### config.mk
export PLATFORM = sky130hd
export DESIGN_NAME = sls_ctrl_host
export DESIGN_NICKNAME = d
export VERILOG_FILES = /design/src/common/sls_pkg.sv /design/src/design/sls_ctrl_host.sv
export SDC_FILE = /design/constraint.sdc
export NUM_CORES = 1
export LEC_CHECK = 0
export ABC_AREA = 1
export BUFFER_PORTS_ARGS = -buffer_cell sky130_fd_sc_hd__buf_2
export CAP_MARGIN = 25
export CORE_MARGIN = 5
export CORE_UTILIZATION = 40
export CTS_CLUSTER_SIZE = 10
export DETAILED_ROUTE_END_ITERATION = 6
export GPL_ROUTABILITY_DRIVEN = 0
export MAX_ROUTING_LAYER = met4
export PLACE_DENSITY = 0.66
export SYNTH_ARGS = -nofsm -noshare
export SYNTH_HDL_FRONTEND = slang
export SYNTH_SLANG_ARGS = --single-unit
export TNS_END_PERCENT = 50
### constraint.sdc
create_clock -name clk_in -period 2.5 [get_ports clk_in]
set_clock_uncertainty 0.2 [all_clocks]
set_input_delay 0.75 -clock clk_in [delete_from_list [all_inputs] [get_ports clk_in]]
set_output_delay 0.75 -clock clk_in [all_outputs]
set_load 0.005 [all_outputs]
### src/common/sls_pkg.sv
// constants, carriers and states of the sync-sequencing host controller
package sls_pkg;
    localparam int CLK_PERIOD_PS     = 20000;
    // dac clock period: plain default, set to the board's real figure
    localparam int DAC_CLK_PS        = 1000;
    localparam int SREF_MIN_DAC_CLKS = 4;
    localparam int SREF_HI_CYC       =
        (SREF_MIN_DAC_CLKS * DAC_CLK_PS) / CLK_PERIOD_PS + 1;
    localparam int SREF_LO_CYC       = 8;
    localparam int POLL_GAP_CYC      = 16;
    localparam int FRAME_W           = 24;
    localparam int LAST_BIT          = FRAME_W - 1;
    localparam int LAST_STEP         = 7;
    localparam int RBD_MAX           = 12;
    localparam int WIN_MIN           = 4;
    // device register addresses
    localparam logic [14:0] DEV_SKIP  = 15'h0036;
    localparam logic [14:0] DEV_WIN   = 15'h0039;
    localparam logic [14:0] DEV_ARM   = 15'h003A;
    localparam logic [14:0] DEV_EN    = 15'h003B;
    localparam logic [14:0] DEV_OFS   = 15'h0304;
    localparam logic [14:0] DEV_BUF   = 15'h0306;
    localparam logic [14:0] DEV_SUBCL = 15'h0458;
    // device register values and fields
    localparam logic [7:0] EN_PLAIN  = 8'hF1;
    localparam logic [7:0] EN_RAMP   = 8'hF3;
    localparam logic [7:0] ARM_CLEAR = 8'h00;
    localparam logic [7:0] ARM_SET   = 8'h02;
    localparam logic [7:0] WIN_MASK  = 8'h3F;
    localparam int         DONE_BIT  = 4;
    localparam int         SUBCL_LSB = 5;
    // own apb map
    localparam logic [11:0] A_CTRL = 12'h000;
    localparam logic [11:0] A_CFG  = 12'h004;
    localparam logic [11:0] A_LIM  = 12'h008;
    localparam logic [11:0] A_STAT = 12'h00C;
    localparam int CTRL_START  = 0;
    localparam int CTRL_RAMP   = 1;
    localparam int CTRL_SC_LSB = 2;
    localparam int STAT_BUSY   = 0;
    localparam int STAT_DONE   = 1;
    localparam int STAT_ERR    = 2;
    localparam int STAT_JIT    = 3;
    localparam int STAT_SYNC   = 4;
    localparam int STAT_RX_LSB = 8;
    localparam logic [31:0] CFG_RST = 32'h0000_0000;
    localparam logic [7:0]  LIM_RST = 8'h08;

    typedef struct packed {
        logic        rd;
        logic [14:0] addr;
        logic [7:0]  data;
    } sls_frame_s;

    typedef struct packed {
        logic [7:0] bufdly;
        logic [7:0] offset;
        logic [7:0] window;
        logic [7:0] skip;
    } sls_cfg_s;

    typedef enum logic [2:0] {
        ST_IDLE, ST_WRITE, ST_SREF_HI, ST_SREF_LO, ST_WAIT, ST_READ, ST_DONE
    } sls_state_e;
endpackage

### src/design/sls_ctrl_host.sv
// host controller: programs and arms the one-shot lmfc sync over spi
// Functional notes
// - hold each sysref pulse beyond four dac clocks
// - program window of at least four clocks
// - enable write is 0xF1, or 0xF3 with ramp
// - subclass 1: window and skip before arming
// - arm by writing 0x00 then 0x02
// - send enough sysref edges to pass skip count
// - lanes within one lmfc, both paths synced
// - frame offset below pclk cycles per multiframe
// - buffer delay not above cycles nor twelve
// - same computed offset and delay to every device
//
// The APB slave port was chosen for this implementation.
module sls_ctrl_host (
    input  wire logic         clk_in,
    input  wire logic         nrst_in,
    input  wire logic         psel_in,
    input  wire logic         penable_in,
    input  wire logic         pwrite_in,
    input  wire logic [11:0]  paddr_in,
    input  wire logic [31:0]  pwdata_in,
    output logic      [31:0]  prdata_out,
    output logic              pready_out,
    output logic              pslverr_out,
    output logic              spi_sclk_out,
    output logic              spi_cs_n_out,
    output logic              spi_mosi_out,
    input  wire logic         spi_miso_in,
    output logic              sysref_out,
    input  wire logic         align_jitter_irq_in,
    input  wire logic         link_sync_request_in
);
    import sls_pkg::*;

    sls_state_e        state;
    sls_cfg_s          cfg;
    logic [7:0]        pclk_per_mf;
    logic              ramp;
    logic [2:0]        subclass;
    logic              start_q;
    logic              done;
    logic              err;
    logic              jit;
    logic              sync_seen;
    logic [2:0]        step;
    logic [15:0]       tmr;
    logic [8:0]        edges;
    logic              launch;
    logic              spi_act;
    logic              spi_fin;
    logic [4:0]        bitc;
    logic [LAST_BIT:0] sh;
    logic [7:0]        rx;

    // first write of each step; reads always target the arm register
    function automatic sls_frame_s step_frame(input logic [2:0] s,
                                              input sls_cfg_s c,
                                              input logic [2:0] sc,
                                              input logic rmp);
        sls_frame_s f;
        f.rd = 1'b0;
        unique case (s)
            3'h0: begin
                f.addr = DEV_EN;
                f.data = rmp ? EN_RAMP : EN_PLAIN;
            end
            3'h1: begin
                f.addr = DEV_SUBCL;
                f.data = {sc, 5'h00};
            end
            3'h2: begin
                f.addr = DEV_WIN;
                f.data = c.window & WIN_MASK;
            end
            3'h3: begin
                f.addr = DEV_SKIP;
                f.data = c.skip;
            end
            3'h4: begin
                f.addr = DEV_OFS;
                f.data = c.offset;
            end
            3'h5: begin
                f.addr = DEV_BUF;
                f.data = c.bufdly;
            end
            3'h6: begin
                f.addr = DEV_ARM;
                f.data = ARM_CLEAR;
            end
            3'h7: begin
                f.addr = DEV_ARM;
                f.data = ARM_SET;
            end
        endcase
        return f;
    endfunction

    // apb decode
    wire logic setup_ph = psel_in & ~penable_in;
    wire logic wr_en    = psel_in & penable_in & pready_out & pwrite_in;
    wire logic mapped   = (paddr_in == A_CTRL) | (paddr_in == A_CFG) |
                          (paddr_in == A_LIM)  | (paddr_in == A_STAT);
    wire logic busy     = (state != ST_IDLE) & (state != ST_DONE);
    wire logic [31:0] stat_word = {16'h0000, rx, 3'h0, sync_seen, jit,
                                   err, done, busy};
    wire logic [31:0] rd_mux =
        (paddr_in == A_CTRL) ? {27'h0, subclass, ramp, 1'b0} :
        (paddr_in == A_CFG)  ? cfg :
        (paddr_in == A_LIM)  ? {24'h0, pclk_per_mf} :
        (paddr_in == A_STAT) ? stat_word : 32'h0000_0000;
    wire logic jit_clr = wr_en & (paddr_in == A_STAT) & pwdata_in[STAT_JIT];

    // settings are refused before any device write, so a bad set never
    // reaches the device half-written
    wire logic sc1      = (subclass == 3'h1);
    wire logic [7:0] buf_lim = (pclk_per_mf < 8'(RBD_MAX)) ?
                               pclk_per_mf : 8'(RBD_MAX);
    wire logic sc_ok    = (subclass <= 3'h1);
    wire logic ofs_ok   = cfg.offset < pclk_per_mf;
    wire logic buf_ok   = cfg.bufdly <= buf_lim;
    wire logic win_ok   = ~sc1 | ((cfg.window & WIN_MASK) >=
                                  8'(WIN_MIN));
    wire logic cfg_ok   = sc_ok & ofs_ok & buf_ok & win_ok;
    // subclass 0 leaves window and skip untouched and sends no sysref
    wire logic [2:0] next_step = (~sc1 & (step == 3'h1)) ? 3'h4 :
                                 step + 3'h1;
    wire sls_frame_s rd_frame  = '{rd: 1'b1, addr: DEV_ARM, data: 8'h00};
    wire sls_frame_s cur_frame = (state == ST_READ) ? rd_frame :
                                 step_frame(step, cfg, subclass, ramp);

    always_ff @(posedge clk_in or negedge nrst_in) begin
        if (!nrst_in) begin
            pready_out  <= 1'b0;
            pslverr_out <= 1'b0;
            prdata_out  <= 32'h0000_0000;
        end else begin
            pready_out  <= setup_ph;
            pslverr_out <= setup_ph & ~mapped;
            prdata_out  <= setup_ph ? rd_mux : 32'h0000_0000;
        end
    end

    always_ff @(posedge clk_in or negedge nrst_in) begin
        if (!nrst_in) begin
            cfg         <= CFG_RST;
            pclk_per_mf <= LIM_RST;
            ramp        <= 1'b0;
            subclass    <= 3'h0;
            start_q     <= 1'b0;
        end else begin
            start_q <= wr_en & (paddr_in == A_CTRL) & pwdata_in[CTRL_START];
            if (wr_en & (paddr_in == A_CTRL)) begin
                ramp     <= pwdata_in[CTRL_RAMP];
                subclass <= pwdata_in[CTRL_SC_LSB +: 3];
            end
            if (wr_en & (paddr_in == A_CFG)) begin
                cfg <= pwdata_in;
            end
            if (wr_en & (paddr_in == A_LIM)) begin
                pclk_per_mf <= pwdata_in[7:0];
            end
        end
    end

    // device status inputs; a new irq beats a clear in the same cycle
    always_ff @(posedge clk_in or negedge nrst_in) begin
        if (!nrst_in) begin
            jit       <= 1'b0;
            sync_seen <= 1'b0;
        end else begin
            jit       <= (jit & ~jit_clr) | align_jitter_irq_in;
            sync_seen <= link_sync_request_in;
        end
    end

    // sequencer
    always_ff @(posedge clk_in or negedge nrst_in) begin
        if (!nrst_in) begin
            state      <= ST_IDLE;
            step       <= 3'h0;
            tmr        <= 16'h0000;
            edges      <= 9'h000;
            launch     <= 1'b0;
            done       <= 1'b0;
            err        <= 1'b0;
            sysref_out <= 1'b0;
        end else begin
            launch <= 1'b0;
            unique case (state)
                ST_IDLE, ST_DONE: begin
                    if (start_q && cfg_ok) begin
                        state  <= ST_WRITE;
                        step   <= 3'h0;
                        launch <= 1'b1;
                        done   <= 1'b0;
                        err    <= 1'b0;
                    end else if (start_q) begin
                        err <= 1'b1;
                    end
                end
                ST_WRITE: begin
                    if (spi_fin && step == 3'(LAST_STEP)) begin
                        if (sc1) begin
                            state      <= ST_SREF_HI;
                            sysref_out <= 1'b1;
                            tmr        <= 16'(SREF_HI_CYC - 1);
                            edges      <= 9'h000;
                        end else begin
                            state  <= ST_READ;
                            launch <= 1'b1;
                        end
                    end else if (spi_fin) begin
                        step   <= next_step;
                        launch <= 1'b1;
                    end
                end
                ST_SREF_HI: begin
                    if (tmr == 16'h0000) begin
                        sysref_out <= 1'b0;
                        state      <= ST_SREF_LO;
                        tmr        <= 16'(SREF_LO_CYC - 1);
                    end else begin
                        tmr <= tmr - 16'h0001;
                    end
                end
                ST_SREF_LO: begin
                    if (tmr != 16'h0000) begin
                        tmr <= tmr - 16'h0001;
                    end else if (edges == {1'b0, cfg.skip}) begin
                        edges  <= edges + 9'h001;
                        state  <= ST_READ;
                        launch <= 1'b1;
                    end else begin
                        edges      <= edges + 9'h001;
                        state      <= ST_SREF_HI;
                        sysref_out <= 1'b1;
                        tmr        <= 16'(SREF_HI_CYC - 1);
                    end
                end
                ST_READ: begin
                    if (spi_fin && rx[DONE_BIT]) begin
                        state <= ST_DONE;
                        done  <= 1'b1;
                    end else if (spi_fin) begin
                        state <= ST_WAIT;
                        tmr   <= 16'(POLL_GAP_CYC - 1);
                    end
                end
                ST_WAIT: begin
                    if (tmr == 16'h0000) begin
                        state  <= ST_READ;
                        launch <= 1'b1;
                    end else begin
                        tmr <= tmr - 16'h0001;
                    end
                end
            endcase
        end
    end

    // spi master, sclk at half the system clock; mosi moves on the falling
    // edge and miso is taken on the rising one, msb first
    always_ff @(posedge clk_in or negedge nrst_in) begin
        if (!nrst_in) begin
            spi_act      <= 1'b0;
            spi_fin      <= 1'b0;
            spi_cs_n_out <= 1'b1;
            spi_sclk_out <= 1'b0;
            spi_mosi_out <= 1'b0;
            bitc         <= 5'h00;
            sh           <= '0;
            rx           <= 8'h00;
        end else begin
            spi_fin <= 1'b0;
            if (launch) begin
                spi_act      <= 1'b1;
                spi_cs_n_out <= 1'b0;
                sh           <= cur_frame;
                spi_mosi_out <= cur_frame.rd;
                bitc         <= 5'h00;
            end else if (spi_act && !spi_sclk_out) begin
                spi_sclk_out <= 1'b1;
                rx           <= {rx[6:0], spi_miso_in};
            end else if (spi_act && bitc == 5'(LAST_BIT)) begin
                spi_sclk_out <= 1'b0;
                spi_act      <= 1'b0;
                spi_cs_n_out <= 1'b1;
                spi_fin      <= 1'b1;
                spi_mosi_out <= 1'b0;
            end else if (spi_act) begin
                spi_sclk_out <= 1'b0;
                bitc         <= bitc + 5'h01;
                sh           <= {sh[LAST_BIT-1:0], 1'b0};
                spi_mosi_out <= sh[LAST_BIT-1];
            end
        end
    end

    // checking helpers
    logic [7:0]  hi_len;
    logic        wrote_win;
    logic        wrote_skip;
    sls_frame_s  prev_frame;
    always_ff @(posedge clk_in or negedge nrst_in) begin
        if (!nrst_in) begin
            hi_len     <= 8'h00;
            wrote_win  <= 1'b0;
            wrote_skip <= 1'b0;
            prev_frame <= '0;
        end else begin
            hi_len <= sysref_out ? hi_len + 8'h01 : 8'h00;
            if (start_q) begin
                wrote_win  <= 1'b0;
                wrote_skip <= 1'b0;
            end else if (launch) begin
                wrote_win  <= wrote_win | (cur_frame.addr == DEV_WIN);
                wrote_skip <= wrote_skip | (cur_frame.addr == DEV_SKIP);
            end
            if (launch) begin
                prev_frame <= cur_frame;
            end
        end
    end

    wire logic wr_launch = launch & ~cur_frame.rd;
endmodule

==> impl_metrics.yaml <==
run_status:
  outcome: "finished, final reports clean"
yosys:
  synthArstFlopShare_pct: 100
  yosys-top-cells-count: "sky130_fd_sc_hd__nand2_1, sky130_fd_sc_hd__dfrtp_1, sky130_fd_sc_hd__inv_1, sky130_fd_sc_hd__nor2_1, sky130_fd_sc_hd__o21ai_0"
  leading_cell_type_by_number_of_instances_after_synthesis: "sky130_fd_sc_hd__nand2_1"
  synth.lib_cells_used.distinct: 52
  netlist_area_um2: 8340
  ys.warnings.count: 0
  synth-seq-area-share_pct: 47.1
  synthesis.area_per_instance_um2: 8.83
  synth_mux_area_share_pct: 5.57
  synthDominantAreaCellType: "sky130_fd_sc_hd__dfrtp_1"
  main_area_contributors_after_synthesis: "sky130_fd_sc_hd__dfrtp_1, sky130_fd_sc_hd__nand2_1, sky130_fd_sc_hd__mux2_4"
  postSynthRegisterBits: 157
  synth_compound_area_share_pct: 11.6
  ys.flop_type: "sky130_fd_sc_hd__dfrtp_1"
  yosys.area_share.xor_xnor_pct: 1.58
  synth_top_family_by_area: "simple AND/OR/NAND/NOR gates"
  synth-adder-area-share_pct: 3.90
  yosys.area.top_type_share_pct: 46.5
  postSynthCellCount: 944
  yosys.area_share.simple_pct: 23.2
  synth_enable_flop_cells: 0
cts:
  cts_buffers: 17
  cts-htree-levels: 4
  clock_insertion_delay_worst_skew_ns: 0.43
  clock_tree.root_cell: "sky130_fd_sc_hd__clkbuf_16"
  tritoncts_num_sinks: 157
  ctsHoldBuffers: 0
  tritoncts: "built"
  clk_pin_slew_ns: 0.07
  cts_max_path_buffers: 2
pwr:
  switchingPower_mw: 1.24
  max-vdd-ir-drop_mv: 0.341
  leakage_dissipation_nw: 5.16
  combPwrFrac_pct: 2.8
  internal_power_mw: 4.25
  cellPowerDensity_nw_per_um2: 549
  sw_frac_of_total_pct: 22.6
  power_frac_clock_pct: 50.7
  power.sequential.fraction_pct: 46.5
drt:
  drtPass1Iterations: 6
  ant_nets: 0
  detailroute.via_count: 6863
  detail_route.wirelength_um: 20900
  wl_per_cell_um: 15.5
  detail_route.vias_per_cell: 5.08
  dr.first_iter.drc_count: 594
  drc: 0
grt:
  grt_pass1_wl_um: 34600
  grt_start_max_net_pins: 52
  grt_pass1_vias: 6735
  antenna_found_initial: 0
  leftover_overflow_at_the_end_of_global_routing: 0
  track_usage_pct: 18.4
sta:
  setup_repair_after_global_routing_missed_its_margin: "yes"
  hold_slack_ns: 0.0340
  fmaxAchievable_mhz: 421
  final_period_util_pct: 95.0
  final-hold-violation-count: 0
  final-max-slew-violation-count: 0
  post-route-min-period_ns: 2.38
  finalSetupViolCount: 0
final_layout:
  nNetsFinal: 1146
  area_delta_synth_final_pct: 19.9
  final_util_pct: 49.1
  finalInstanceArea_um2: 10000
  fillerInstances: 1920
  antennaDiodeCount: 0
  drive_gt1_share_pct: 24.9
critical_path:
  rr_endpoint: "state[0]"
  worstSetupStartpointType: "flop"
  r2r_slack_ns: 0.12
  worst-path-max-fanout: 4
  crit_path_dat_ns: 2.49
  critical_path.reg2reg.startpoint: "pclk_per_mf[7]"
  timing.critical_path.required_ns: 2.62
  endpoint_type_of_the_worst_setup_path: "flop"
  worstRegToRegCells: 15
  worstSetupPathType: "flop to flop"
die:
  initial_utilization_pct: 40.9
  die_x_um: 154
  die_h_um: 154
  io_pins: 90
  coreArea_um2: 20400
  overall_die_area_um2: 23800
  rows: 52
placed_design:
  place_hpwl_um: 15600
  numPortBuffers: 89
  place_area_um2: 9300
worst_hold_path:
  hold_path_class: "primary input to async pin"
flow_run:
  maxCapViolations: 0
[cell families after synthesis]
| kind of cell | count (synthesis) |
|---|---|
| AND/OR/NAND/NOR | 421 |
| AO/OA/AOI/OAI | 161 |
| flip-flops | 157 |
| buffers and inverters | 131 |
| multiplexers | 32 |
| adder cells (fa/ha/maj) | 26 |
| XOR/XNOR | 15 |
| other | 1 |
[layout make-up]
type                    instances  area (µm²)  area share, %
flip-flops and latches        157        3930           39.3
multi-input cells             659        3900           39.0
repair buffers                126         792           7.92
clock buffers                  19         453           4.53
inverters                     107         407           4.07
well taps                     270         338           3.38
clock inverters                13         179           1.79
[through the flow]
step | setup TNS [ns] | setup WS [ns] | std cells | power (mW)
2_1_floorplan | 0 | 0.134 | 947 | 2.63
3_3_place_gp | -0.494 | -0.0798 | 1319 | 2.76
3_5_place_dp | -0.641 | -0.106 | 1319 | 2.76
4_1_cts | 0 | 0.0565 | 1351 | 5.53
5_1_grt | -0.534 | -0.0961 | 1351 | 5.67
6_report | 0 | 0.124 | 1351 | 5.49
[worst max path at each step]
stage              startpoint  endpoint
2_1_floorplan  pclk_per_mf[7]  state[1]
3_3_place_gp   pclk_per_mf[7]  state[0]
3_5_place_dp   pclk_per_mf[7]   step[0]
4_1_cts        pclk_per_mf[4]  state[0]
5_1_grt        pclk_per_mf[7]  state[0]
6_report       pclk_per_mf[7]  state[0]
[layout by cell type (no fill, tap or decap), types with 5 or more instances in the layout]
master / netlist / layout
sky130_fd_sc_hd__o211ai_1: 6 / 6
sky130_fd_sc_hd__mux2_4: 28 / 28
sky130_fd_sc_hd__a21oi_1: 46 / 44
sky130_fd_sc_hd__clkbuf_16: 0 / 17
sky130_fd_sc_hd__o31ai_1: 5 / 5
sky130_fd_sc_hd__xor2_1: 11 / 11
sky130_fd_sc_hd__buf_12: 1 / 5
sky130_fd_sc_hd__nand2_2: 11 / 16
sky130_fd_sc_hd__ha_1: 26 / 25
sky130_fd_sc_hd__nor2_1: 72 / 70
sky130_fd_sc_hd__o22ai_1: 12 / 12
sky130_fd_sc_hd__dfrtp_1: 155 / 155
sky130_fd_sc_hd__a31oi_1: 5 / 5
sky130_fd_sc_hd__clkinv_4: 1 / 6
sky130_fd_sc_hd__nand3_1: 49 / 48
sky130_fd_sc_hd__o21ai_0: 59 / 56
sky130_fd_sc_hd__nand2_1: 217 / 210
sky130_fd_sc_hd__inv_2: 10 / 10
sky130_fd_sc_hd__nor2_2: 6 / 8
sky130_fd_sc_hd__inv_1: 96 / 96
sky130_fd_sc_hd__nand2_4: 4 / 6
sky130_fd_sc_hd__o21ai_2: 10 / 10
sky130_fd_sc_hd__nor3_1: 25 / 25
sky130_fd_sc_hd__buf_2: 11 / 88
sky130_fd_sc_hd__buf_4: 2 / 32
sky130_fd_sc_hd__nand4_1: 15 / 15
sky130_fd_sc_hd__nand3_2: 6 / 7
[per-layer routing]
layer,share of wire [%],vias to the layer above,global-route usage [%]
met1,48,3301,25.3
met5,0,-,-
li1,-,3368,-
met3,5.6,20,4.11
met2,46,174,28.1
met4,1.1,0,4.25
[sequential cells by signal, summed over array words and instances, names as in the netlist, 3 cells and up]
| name | cells |
|---|---|
| subclass | 3 |
| rx | 8 |
| state | 3 |
| cfg | 32 |
| step | 3 |
| tmr | 16 |
| edges | 9 |
| sh | 23 |
| bitc | 5 |
| pclk_per_mf | 8 |
| prdata_out | 32 |
[power by group through the flow]
stage / clock network (mW) / registers [mW] / logic, mW
floorplan: 0 / 2.60 / 0.0299
global placement: 0 / 2.60 / 0.154
detailed placement: 0 / 2.60 / 0.156
CTS: 2.82 / 2.56 / 0.156
global route: 2.94 / 2.55 / 0.174
finish: 2.78 / 2.56 / 0.152
[repair_timing]
action,in CTS,in global routing
gates resized for setup,6,14
endpoints found under the setup margin,8,8
pin swaps,1,5
setup buffers,0,0
[worst max-delay path, cell delays in order (launching register included)]
cell,delay (ns)
sky130_fd_sc_hd__dfrtp_1,0.39
sky130_fd_sc_hd__nor4_2,0.28
sky130_fd_sc_hd__o21ai_1,0.14
sky130_fd_sc_hd__buf_4,0.17
sky130_fd_sc_hd__nor2_2,0.08
sky130_fd_sc_hd__ha_1,0.25
sky130_fd_sc_hd__a21oi_2,0.13
sky130_fd_sc_hd__o21ai_1,0.07
sky130_fd_sc_hd__nand2_1,0.05
sky130_fd_sc_hd__nand2_1,0.06
sky130_fd_sc_hd__nand2_2,0.11
sky130_fd_sc_hd__nand2_2,0.07
sky130_fd_sc_hd__nand2_4,0.09
sky130_fd_sc_hd__nand2_4,0.05
sky130_fd_sc_hd__nand2_2,0.06
sky130_fd_sc_hd__nand2_2,0.05
(Power assumes the default switching activity.)
